$ cat config.mk
export PLATFORM = sky130hd
export DESIGN_NAME = wdcm_watchdog
export DESIGN_NICKNAME = d
export VERILOG_FILES = /design/src/logic/wdcm_pkg.sv /design/src/logic/wdcm_pin_sync.sv /design/src/logic/wdcm_watchdog.sv
export SDC_FILE = /design/constraint.sdc
export NUM_CORES = 1
export LEC_CHECK = 0
export BUFFER_PORTS_ARGS = -buffer_cell sky130_fd_sc_hd__buf_2
export CAP_MARGIN = 20
export CORE_AREA = 2 2 82 84
export CTS_CLUSTER_DIAMETER = 150
export DETAILED_ROUTE_END_ITERATION = 10
export DIE_AREA = 0 0 84 86
export PLACE_DENSITY = 0.79
export SYNTH_ARGS = -nofsm -noshare
export SYNTH_HDL_FRONTEND = slang
export SYNTH_HIERARCHICAL = 1
export SYNTH_SLANG_ARGS = --single-unit
$ cat constraint.sdc
create_clock -name clock -period 1.9 [get_ports clock]
set_input_delay 0.19 -clock clock [delete_from_list [all_inputs] [get_ports clock]]
set_output_delay 0.19 -clock clock [all_outputs]
set_load 0.03 [all_outputs]
$ cat src/logic/wdcm_pkg.sv
package wdcm_pkg;

    // ==========================================================
    // service register layout
    localparam int SVR_WIDTH = 8;
    localparam int WIN_MSB = 7;
    localparam int WIN_LSB = 6;
    localparam int KEY_MSB = 5;
    localparam int KEY_LSB = 1;
    localparam int CM_BIT = 0;
    localparam logic [4:0] KEY_VALUE = 5'h0C;
    localparam logic [4:0] KEY_READ = 5'h00;
    localparam logic [1:0] WIN_SEL_RESET = 2'h3;
    localparam logic CM_EN_RESET = 1'b1;

    // ==========================================================
    // window limits in instruction cycles
    localparam logic [8:0] LOWER_LIMIT = 9'h100;
    localparam logic [15:0] UPPER_LAST_8K = 16'h1FFF;
    localparam logic [15:0] UPPER_LAST_16K = 16'h3FFF;
    localparam logic [15:0] UPPER_LAST_32K = 16'h7FFF;
    localparam logic [15:0] UPPER_LAST_64K = 16'hFFFF;
    localparam logic [4:0] RELEASE_TC = 5'h18;

    // ==========================================================
    // clock monitor timing
    localparam int CLK_PERIOD_NS = 50;
    localparam int CM_MAX_GAP_NS = 1000000;
    localparam int CM_TIMEOUT_CYC = CM_MAX_GAP_NS / CLK_PERIOD_NS;

    // ==========================================================
    // types
    typedef enum logic [1:0] {
        WDCM_RUN = 2'b00,
        WDCM_PULL = 2'b01,
        WDCM_HOLD = 2'b10,
        WDCM_WAIT_HIGH = 2'b11
    } wdcm_state_e;

    typedef struct packed {
        logic wr;
        logic [SVR_WIDTH-1:0] data;
    } wdcm_svr_req_s;

endpackage

$ cat src/logic/wdcm_pin_sync.sv
`timescale 1ns/1ns

// ==========================================================
// three-stage pin synchroniser, output moves when stages two and three agree
module wdcm_pin_sync #(
    parameter int WIDTH = 2,
    parameter logic [WIDTH-1:0] RST_VAL = '0
) (
    // clock and reset
    input wire logic clock,
    input wire logic rst_n,
    // pins
    input wire logic [WIDTH-1:0] pins_in,
    output logic [WIDTH-1:0] stable_q
);

    genvar i;
    generate
        for (i = 0; i < WIDTH; i++) begin : g_bit
            logic s1_q;
            logic s2_q;
            logic s3_q;
            always_ff @(posedge clock) begin
                if (!rst_n) begin
                    s1_q <= RST_VAL[i];
                    s2_q <= RST_VAL[i];
                    s3_q <= RST_VAL[i];
                    stable_q[i] <= RST_VAL[i];
                end else begin
                    s1_q <= pins_in[i];
                    s2_q <= s1_q;
                    s3_q <= s2_q;
                    if (s2_q == s3_q) begin
                        stable_q[i] <= s3_q;
                    end
                end
            end
        end
    endgenerate

endmodule // wdcm_pin_sync

$ cat src/logic/wdcm_watchdog.sv
`timescale 1ns/1ns

// What this block does
// - earliest legal service is 256 instruction cycles after window restart
// - service bits 7:6 pick upper limit 8k, 16k, 32k or 64k cycles
// - key field bits 5:1 must be 01100 on every service write
// - service bit 0 enables the clock monitor
// - watchdog active only when option bit 2 is 0; fault pin has pull-up
// - inhibited in reset; leaves reset with 64k window and monitor on
// - a clock too slow after reset, or dead, flags a monitor error
// - first keyed write after reset locks window and monitor enable
// - later writes are compared against stored bits 7:6 and bit 0
// - full match restarts window; any mismatch drives the fault pin
// - no valid service before upper limit gives a watchdog error
// - later service inside the lower interval is an error; between limits it restarts the window
// - the configuring write also counts as a service
// - fault pin active low, high only through weak pull-up
// - after pin sensed low keep driving 16 to 32 cycles then release
// - window restarts when the fault pin returns high
// - service writes while the fault pin is active are ignored
// - monitor holds pin low during error, releases 16 to 32 cycles after recovery
// - clock above 10 kHz never rejected, below 10 Hz always rejected
// - reads of the service register return zeros in the key field
// - timeout detection is inhibited in halt and idle
// - pin low at power-on leads to a timeout and then release
// - clock monitor keeps watching during halt and idle
// - leaving idle performs an automatic service
module wdcm_watchdog #(
    parameter int CM_TIMEOUT_CYC = wdcm_pkg::CM_TIMEOUT_CYC
) (
    // clock and reset
    input wire logic clock,
    input wire logic rst_n,
    // core status
    input wire logic instr_cycle_en,
    input wire logic opt_wd_disable,
    input wire logic halt_mode,
    input wire logic idle_mode,
    // service register access
    input wire wdcm_pkg::wdcm_svr_req_s svr_req,
    output logic [7:0] service_key_rdata,
    // pins
    input wire logic oscillator_input_pin,
    input wire logic port_g_bit_one_in,
    output logic port_g_bit_one_out,
    output logic port_g_bit_one_oe_n,
    output logic port_g_bit_one_pullup_en
);

    localparam int CMW = $clog2(CM_TIMEOUT_CYC + 1);
    localparam logic [CMW-1:0] CM_LAST = CMW'(CM_TIMEOUT_CYC);
    localparam logic [CMW-1:0] CM_ONE = CMW'(1);

    // ==========================================================
    // pin sampling
    logic [1:0] pin_stable;
    wire logic osc_level;
    wire logic fault_pin_high;

    wdcm_pin_sync #(
        .WIDTH(2),
        .RST_VAL(2'h2)
    ) u_sync (
        .clock(clock),
        .rst_n(rst_n),
        .pins_in({port_g_bit_one_in, oscillator_input_pin}),
        .stable_q(pin_stable)
    );

    assign osc_level = pin_stable[0];
    assign fault_pin_high = pin_stable[1];

    // ==========================================================
    // state
    wdcm_pkg::wdcm_state_e state_q;
    wdcm_pkg::wdcm_state_e state_d;
    logic cfg_done_q;
    logic [1:0] win_sel_q;
    logic cm_en_q;
    logic [15:0] upper_limit_counter_q;
    logic [8:0] lower_limit_counter_q;
    logic [4:0] hold_q;
    logic idle_q;
    logic osc_prev_q;
    logic [CMW-1:0] cm_cnt_q;
    logic [4:0] cm_rel_q;
    logic oe_n_q;

    // ==========================================================
    // decode
    wire logic wd_active;
    wire logic tick;
    wire logic in_run;
    wire logic running;
    wire logic idle_exit;
    wire logic key_ok;
    wire logic full_ok;
    wire logic lower_done;
    wire logic wr_take;
    wire logic first_ok;
    wire logic later_ok;
    wire logic svc;
    wire logic bad_wr;
    wire logic [15:0] upper_last;
    wire logic timeout;
    wire logic wd_err;
    wire logic restart;
    wire logic hold_end;
    wire logic osc_edge;
    wire logic cm_mon_en;
    wire logic cm_fail;
    wire logic cm_drive;
    wire logic wd_drive;

    assign wd_active = ~opt_wd_disable;
    assign tick = instr_cycle_en & wd_active;
    assign in_run = (state_q == wdcm_pkg::WDCM_RUN);
    assign running = in_run & ~halt_mode & ~idle_mode;
    assign idle_exit = idle_q & ~idle_mode;

    assign key_ok = (svr_req.data[wdcm_pkg::KEY_MSB:wdcm_pkg::KEY_LSB] == wdcm_pkg::KEY_VALUE);
    assign full_ok = key_ok
        & (svr_req.data[wdcm_pkg::WIN_MSB:wdcm_pkg::WIN_LSB] == win_sel_q)
        & (svr_req.data[wdcm_pkg::CM_BIT] == cm_en_q);
    assign lower_done = (lower_limit_counter_q == wdcm_pkg::LOWER_LIMIT);

    assign wr_take = svr_req.wr & wd_active & in_run;
    assign first_ok = wr_take & ~cfg_done_q & key_ok;
    assign later_ok = wr_take & cfg_done_q & full_ok & lower_done;
    assign svc = first_ok | later_ok | (idle_exit & in_run & wd_active);
    assign bad_wr = wr_take & ~(first_ok | later_ok);

    assign upper_last = (win_sel_q == 2'h0) ? wdcm_pkg::UPPER_LAST_8K :
                        (win_sel_q == 2'h1) ? wdcm_pkg::UPPER_LAST_16K :
                        (win_sel_q == 2'h2) ? wdcm_pkg::UPPER_LAST_32K :
                        wdcm_pkg::UPPER_LAST_64K;
    assign timeout = running & tick & (upper_limit_counter_q == upper_last) & ~svc;
    assign wd_err = bad_wr | timeout;

    assign restart = svc | ((state_q == wdcm_pkg::WDCM_WAIT_HIGH) & fault_pin_high);
    assign hold_end = tick & (hold_q == wdcm_pkg::RELEASE_TC - 5'h01);

    // ==========================================================
    // window state machine
    always_comb begin
        state_d = state_q;
        case (state_q)
            wdcm_pkg::WDCM_RUN: begin
                if (wd_err) begin
                    state_d = wdcm_pkg::WDCM_PULL;
                end
            end
            wdcm_pkg::WDCM_PULL: begin
                if (!fault_pin_high) begin
                    state_d = wdcm_pkg::WDCM_HOLD;
                end
            end
            wdcm_pkg::WDCM_HOLD: begin
                if (hold_end) begin
                    state_d = wdcm_pkg::WDCM_WAIT_HIGH;
                end
            end
            wdcm_pkg::WDCM_WAIT_HIGH: begin
                if (fault_pin_high) begin
                    state_d = wdcm_pkg::WDCM_RUN;
                end
            end
            default: begin
                state_d = wdcm_pkg::WDCM_RUN;
            end
        endcase
        if (!wd_active) begin
            state_d = wdcm_pkg::WDCM_RUN;
        end
    end

    always_ff @(posedge clock) begin
        if (!rst_n) begin
            state_q <= wdcm_pkg::WDCM_RUN;
            idle_q <= 1'b0;
        end else begin
            state_q <= state_d;
            idle_q <= idle_mode;
        end
    end

    // ==========================================================
    // configuration, locked by the first keyed write
    always_ff @(posedge clock) begin
        if (!rst_n) begin
            cfg_done_q <= 1'b0;
            win_sel_q <= wdcm_pkg::WIN_SEL_RESET;
            cm_en_q <= wdcm_pkg::CM_EN_RESET;
        end else if (first_ok) begin
            cfg_done_q <= 1'b1;
            win_sel_q <= svr_req.data[wdcm_pkg::WIN_MSB:wdcm_pkg::WIN_LSB];
            cm_en_q <= svr_req.data[wdcm_pkg::CM_BIT];
        end
    end

    // ==========================================================
    // window counters
    always_ff @(posedge clock) begin
        if (!rst_n) begin
            upper_limit_counter_q <= '0;
            lower_limit_counter_q <= '0;
        end else if (restart) begin
            upper_limit_counter_q <= '0;
            lower_limit_counter_q <= '0;
        end else if (running && tick) begin
            upper_limit_counter_q <= upper_limit_counter_q + 16'h0001;
            if (!lower_done) begin
                lower_limit_counter_q <= lower_limit_counter_q + 9'h001;
            end
        end
    end

    // hold counter, runs while the pin is seen low
    always_ff @(posedge clock) begin
        if (!rst_n) begin
            hold_q <= '0;
        end else if (state_q != wdcm_pkg::WDCM_HOLD) begin
            hold_q <= '0;
        end else if (tick) begin
            hold_q <= hold_q + 5'h01;
        end
    end

    // ==========================================================
    // clock monitor, counts system clocks between oscillator edges
    assign osc_edge = osc_level & ~osc_prev_q;
    assign cm_mon_en = cm_en_q & wd_active;
    assign cm_fail = (cm_cnt_q == CM_LAST);

    always_ff @(posedge clock) begin
        if (!rst_n) begin
            osc_prev_q <= 1'b0;
            cm_cnt_q <= '0;
        end else begin
            osc_prev_q <= osc_level;
            if (osc_edge) begin
                cm_cnt_q <= '0;
            end else if (!cm_fail) begin
                cm_cnt_q <= cm_cnt_q + CM_ONE;
            end
        end
    end

    always_ff @(posedge clock) begin
        if (!rst_n) begin
            cm_rel_q <= '0;
        end else if (cm_mon_en && cm_fail) begin
            cm_rel_q <= wdcm_pkg::RELEASE_TC;
        end else if (tick && cm_rel_q != 5'h00) begin
            cm_rel_q <= cm_rel_q - 5'h01;
        end
    end

    assign cm_drive = cm_mon_en & (cm_fail | (cm_rel_q != 5'h00));
    assign wd_drive = (state_q == wdcm_pkg::WDCM_PULL) | (state_q == wdcm_pkg::WDCM_HOLD);

    // ==========================================================
    // pin and read data
    always_ff @(posedge clock) begin
        if (!rst_n) begin
            oe_n_q <= 1'b1;
            service_key_rdata <= '0;
        end else begin
            oe_n_q <= ~(wd_active & (wd_drive | cm_drive));
            service_key_rdata <= {win_sel_q, wdcm_pkg::KEY_READ, cm_en_q};
        end
    end

    assign port_g_bit_one_out = 1'b0;
    assign port_g_bit_one_oe_n = oe_n_q;
    assign port_g_bit_one_pullup_en = wd_active;
endmodule // wdcm_watchdog

==> impl_metrics.json <==
{
  "outcome": "completed",
  "io_pins": 28,
  "drcViolationCount": 0,
  "r2r-end": "state_q[0]$_SDFFE_PP0P_",
  "grt_usage": 0.171,
  "synth_edf_count": 0,
  "antenna_found_initial": 0,
  "min_path_type": "in2reg",
  "hold-worst-slack_ns": 0.0232,
  "path_class": "reg2reg",
  "dr.pass1.iters": 4,
  "grt_pass1_wl_um": 9820,
  "syn_inst": 356,
  "h-tree-depth": 3,
  "num_rows": 29,
  "start_util": 0.521,
  "start_kind": "flop",
  "antennaDiodeCount": 0,
  "power.leakage_nw": 1.46,
  "cts-hold-fix-buffers": 0,
  "powerDensity_nw_per_um2": 821,
  "ys_top_cells_by_area": "dfxtp_1, xor2_1, nor2_1",
  "nNetsFinal": 428,
  "syn_avg_cell_area_um2": 9.19,
  "hold_viol_final": 0,
  "worst_pin_slew_ns": 0.511,
  "crit_path_end_kind": "flop",
  "die_h_um": 86,
  "fin_util": 0.603,
  "cts_buffers": 9,
  "fin_skew_ns": 0.00972,
  "vias": 2443,
  "globalRouteOverflowTotal": 0,
  "grt_max_degree": 26,
  "layout-drive-gt1-share": 0.201,
  "cp.arrival_ns": 2.08,
  "yosys_warnings": 6,
  "coreArea_um2": 6280,
  "final_cells": 480,
  "crit_required_ns": 2.13,
  "clock_latency_ns": 0.35,
  "place_inst": 457,
  "ant_nets": 0,
  "rsz0062_at_grt": "yes",
  "ys_seq_elements": 70,
  "area_growth_pct": 15.7,
  "synth_area_um2": 3270,
  "seq_area_frac_synth": 0.428,
  "async_flop_share": 0,
  "ff2ff_path_depth": 8,
  "port_buffers": 21,
  "root_buffer": "clkbuf_8",
  "cts_buffer_depth": 2,
  "fmax_ghz": 0.541,
  "min_path_cells": 2,
  "hold_path_end": "u_sync/g_bit[1].s1_q$_SDFF_PN1_",
  "clock_sinks": 70,
  "fin_crit_sh": 0.972,
  "die_w_um": 84,
  "gp_congestion": 0.775,
  "ys_types": 49,
  "grt_pass1_vias": 2250,
  "synth_ff_type": "dfxtp_1",
  "cts_tree": "yes",
  "r2r_start": "state_q[1]$_SDFFE_PP0P_",
  "setup_viol": 0,
  "cap_violations": 0,
  "ff2ff_setup_slack_ns": 0.05,
  "routed_via_density": 5.09,
  "clk_pin_slew_worst_paths_ns": 0.07,
  "finalWorstSetupSlack_ns": 0.0523,
  "slew_viol_final": 0,
  "vdd_ir_drop_max_uv": 636,
  "dp_hpwl_um": 4060,
  "wirelength_um": 5920,
  "die_area_um2": 7220,
  "drt-initial-drc-count": 87,
  "max_slew_margin": 0.654,
  "yosys.area.top_type": "dfxtp_1",
  "worst-path-max-fanout": 4,
  "synth_top_area_share": 0.428,
  "wire_per_inst_um": 12.3,
  "finalCriticalPeriod_ns": 1.85,
  "place_ws_ns": -0.0402,
  "hp-start": "port_g_bit_one_in"
}
[cell families (layout without fill, tap and decap cells)]
family / Yosys count / count (layout) / synth area share
AOI/OAI and AO/OA: 29 / 29 / 0.0581
xor gates and xnor gates: 44 / 44 / 0.118
adders and majority gates: 13 / 13 / 0.0497
buffers and inverters: 25 / 67 / 0.0379
DFF: 70 / 70 / 0.428
muxes: 7 / 7 / 0.0218
other: 1 / 6 / 0.00115
and+or+nand+nor: 167 / 167 / 0.285
[synth_stat cells, types with 2 or more instances]
library cell   n
nor2b_1        5
o21ai_0        9
and4_1         2
and2_1         9
and2_2         3
xnor2_1       11
a21boi_1       3
nand3_1       13
buf_2          3
dfxtp_1       70
nor4_1         2
inv_1         12
mux2i_1        6
ha_1          13
a21oi_1        8
and3_1         4
nand4bb_1      3
nand2b_1       4
xor2_1        33
or3_1          5
nor4_4         2
buf_4          7
nand4_1       13
nor3_1         5
clkbuf_1       3
nor2_1        51
nand2_1       35
[area by class of cell]
| class | instances | area [µm²] |
|---|---|---|
| sequential | 70 | 1410 |
| clock buffer | 12 | 155 |
| fill | 523 | 2490 |
| multi-input combinational | 266 | 1800 |
| timing repair buffer | 39 | 244 |
| clock inverter | 4 | 31.3 |
| tap | 77 | 96.3 |
| inverter | 12 | 47.5 |
[cells in the final DEF, fill, tap and decap left out, types with 2 or more instances in the layout]
cell        n
nor3_1      4
dfxtp_1    69
clkinv_4    3
nor2_1     50
conb_1      6
buf_4      17
o21ai_0     9
a21boi_1    3
nand4_1    13
inv_1      10
nor4_4      2
nand3_1    13
and4_1      2
a21oi_2     2
and2_2      3
nand2b_1    4
xor2_1     33
nand4bb_1   2
nor2b_1     5
buf_2      21
and3_1      4
nor2_2      2
clkbuf_8   11
nand2_1    35
mux2i_1     6
and2_1      9
xnor2_1    11
a21oi_1     7
ha_1       12
or3_1       4
[power breakdown]
group	switching (mW)	leakage (nW)	internal, mW
combinational	0.243	0.797	0.184
clock	0.552	0.0965	0.550
sequential	0.0471	0.568	1.53
[timing repair]
| item | in CTS | in global routing |
|---|---|---|
| setup endpoints to repair | 27 | 30 |
| buffers inserted | 0 | 6 |
| gates resized for setup | 4 | 10 |
| hold endpoints to repair | 0 | 0 |
| pin swaps | 0 | 8 |
[state kept, by name, indices dropped and copies added (netlist names)]
| signal | flops |
|---|---|
| cfg_done_q | 1 |
| hold_q | 5 |
| cm_en_q | 1 |
| cm_cnt_q | 15 |
| u_sync/g_bit.s2_q | 2 |
| cm_rel_q | 5 |
| upper_limit_counter_q | 16 |
| service_key_rdata | 3 |
| idle_q | 1 |
| u_sync/g_bit.s3_q | 2 |
| state_q | 2 |
| osc_prev_q | 1 |
| lower_limit_counter_q | 9 |
| u_sync/g_bit.s1_q | 2 |
| u_sync/stable_q | 2 |
| port_g_bit_one_oe_n | 1 |
| win_sel_q | 2 |
[layer usage]
metal  share of wire  global-route usage
met1            0.45               0.203
met2            0.48               0.276
met3           0.046              0.0731
met4           0.017              0.0674
met5               0                   0
[through the flow]
step	TNS (ns)	cell area, µm²	total power [mW]
after detailed placement	-0.630	3490	2.02
after CTS	0	3700	3.12
after floorplan	0	3290	1.91
after global placement	0	3490	2.00
final	0	3780	3.11
after global routing	-0.0786	3780	3.26
[critical path, stage by stage (launching register included)]
cell and delay (ns):
dfxtp_4 0.36, inv_4 0.07, ha_4 0.16, nor3b_4 0.26, nand4_1 0.21, a2111oi_2 0.29, o211a_1 0.20, a21oi_2 0.05
mux2i_1 0.13
[worst max path at each step]
stage                                                from  cells after the start                                     to
finish                            state_q[1]$_SDFFE_PP0P_                      8                state_q[0]$_SDFFE_PP0P_
global route                      state_q[1]$_SDFFE_PP0P_                      8                state_q[0]$_SDFFE_PP0P_
CTS                               state_q[0]$_SDFFE_PP0P_                      8  lower_limit_counter_q[7]$_SDFFE_PP0P_
detailed placement                state_q[1]$_SDFFE_PP0P_                      8  upper_limit_counter_q[9]$_SDFFE_PP0P_
global placement                  state_q[1]$_SDFFE_PP0P_                      8  lower_limit_counter_q[3]$_SDFFE_PP0P_
floorplan           lower_limit_counter_q[0]$_SDFFE_PP0P_                      8  lower_limit_counter_q[7]$_SDFFE_PP0P_
(Power assumes the default switching activity.)
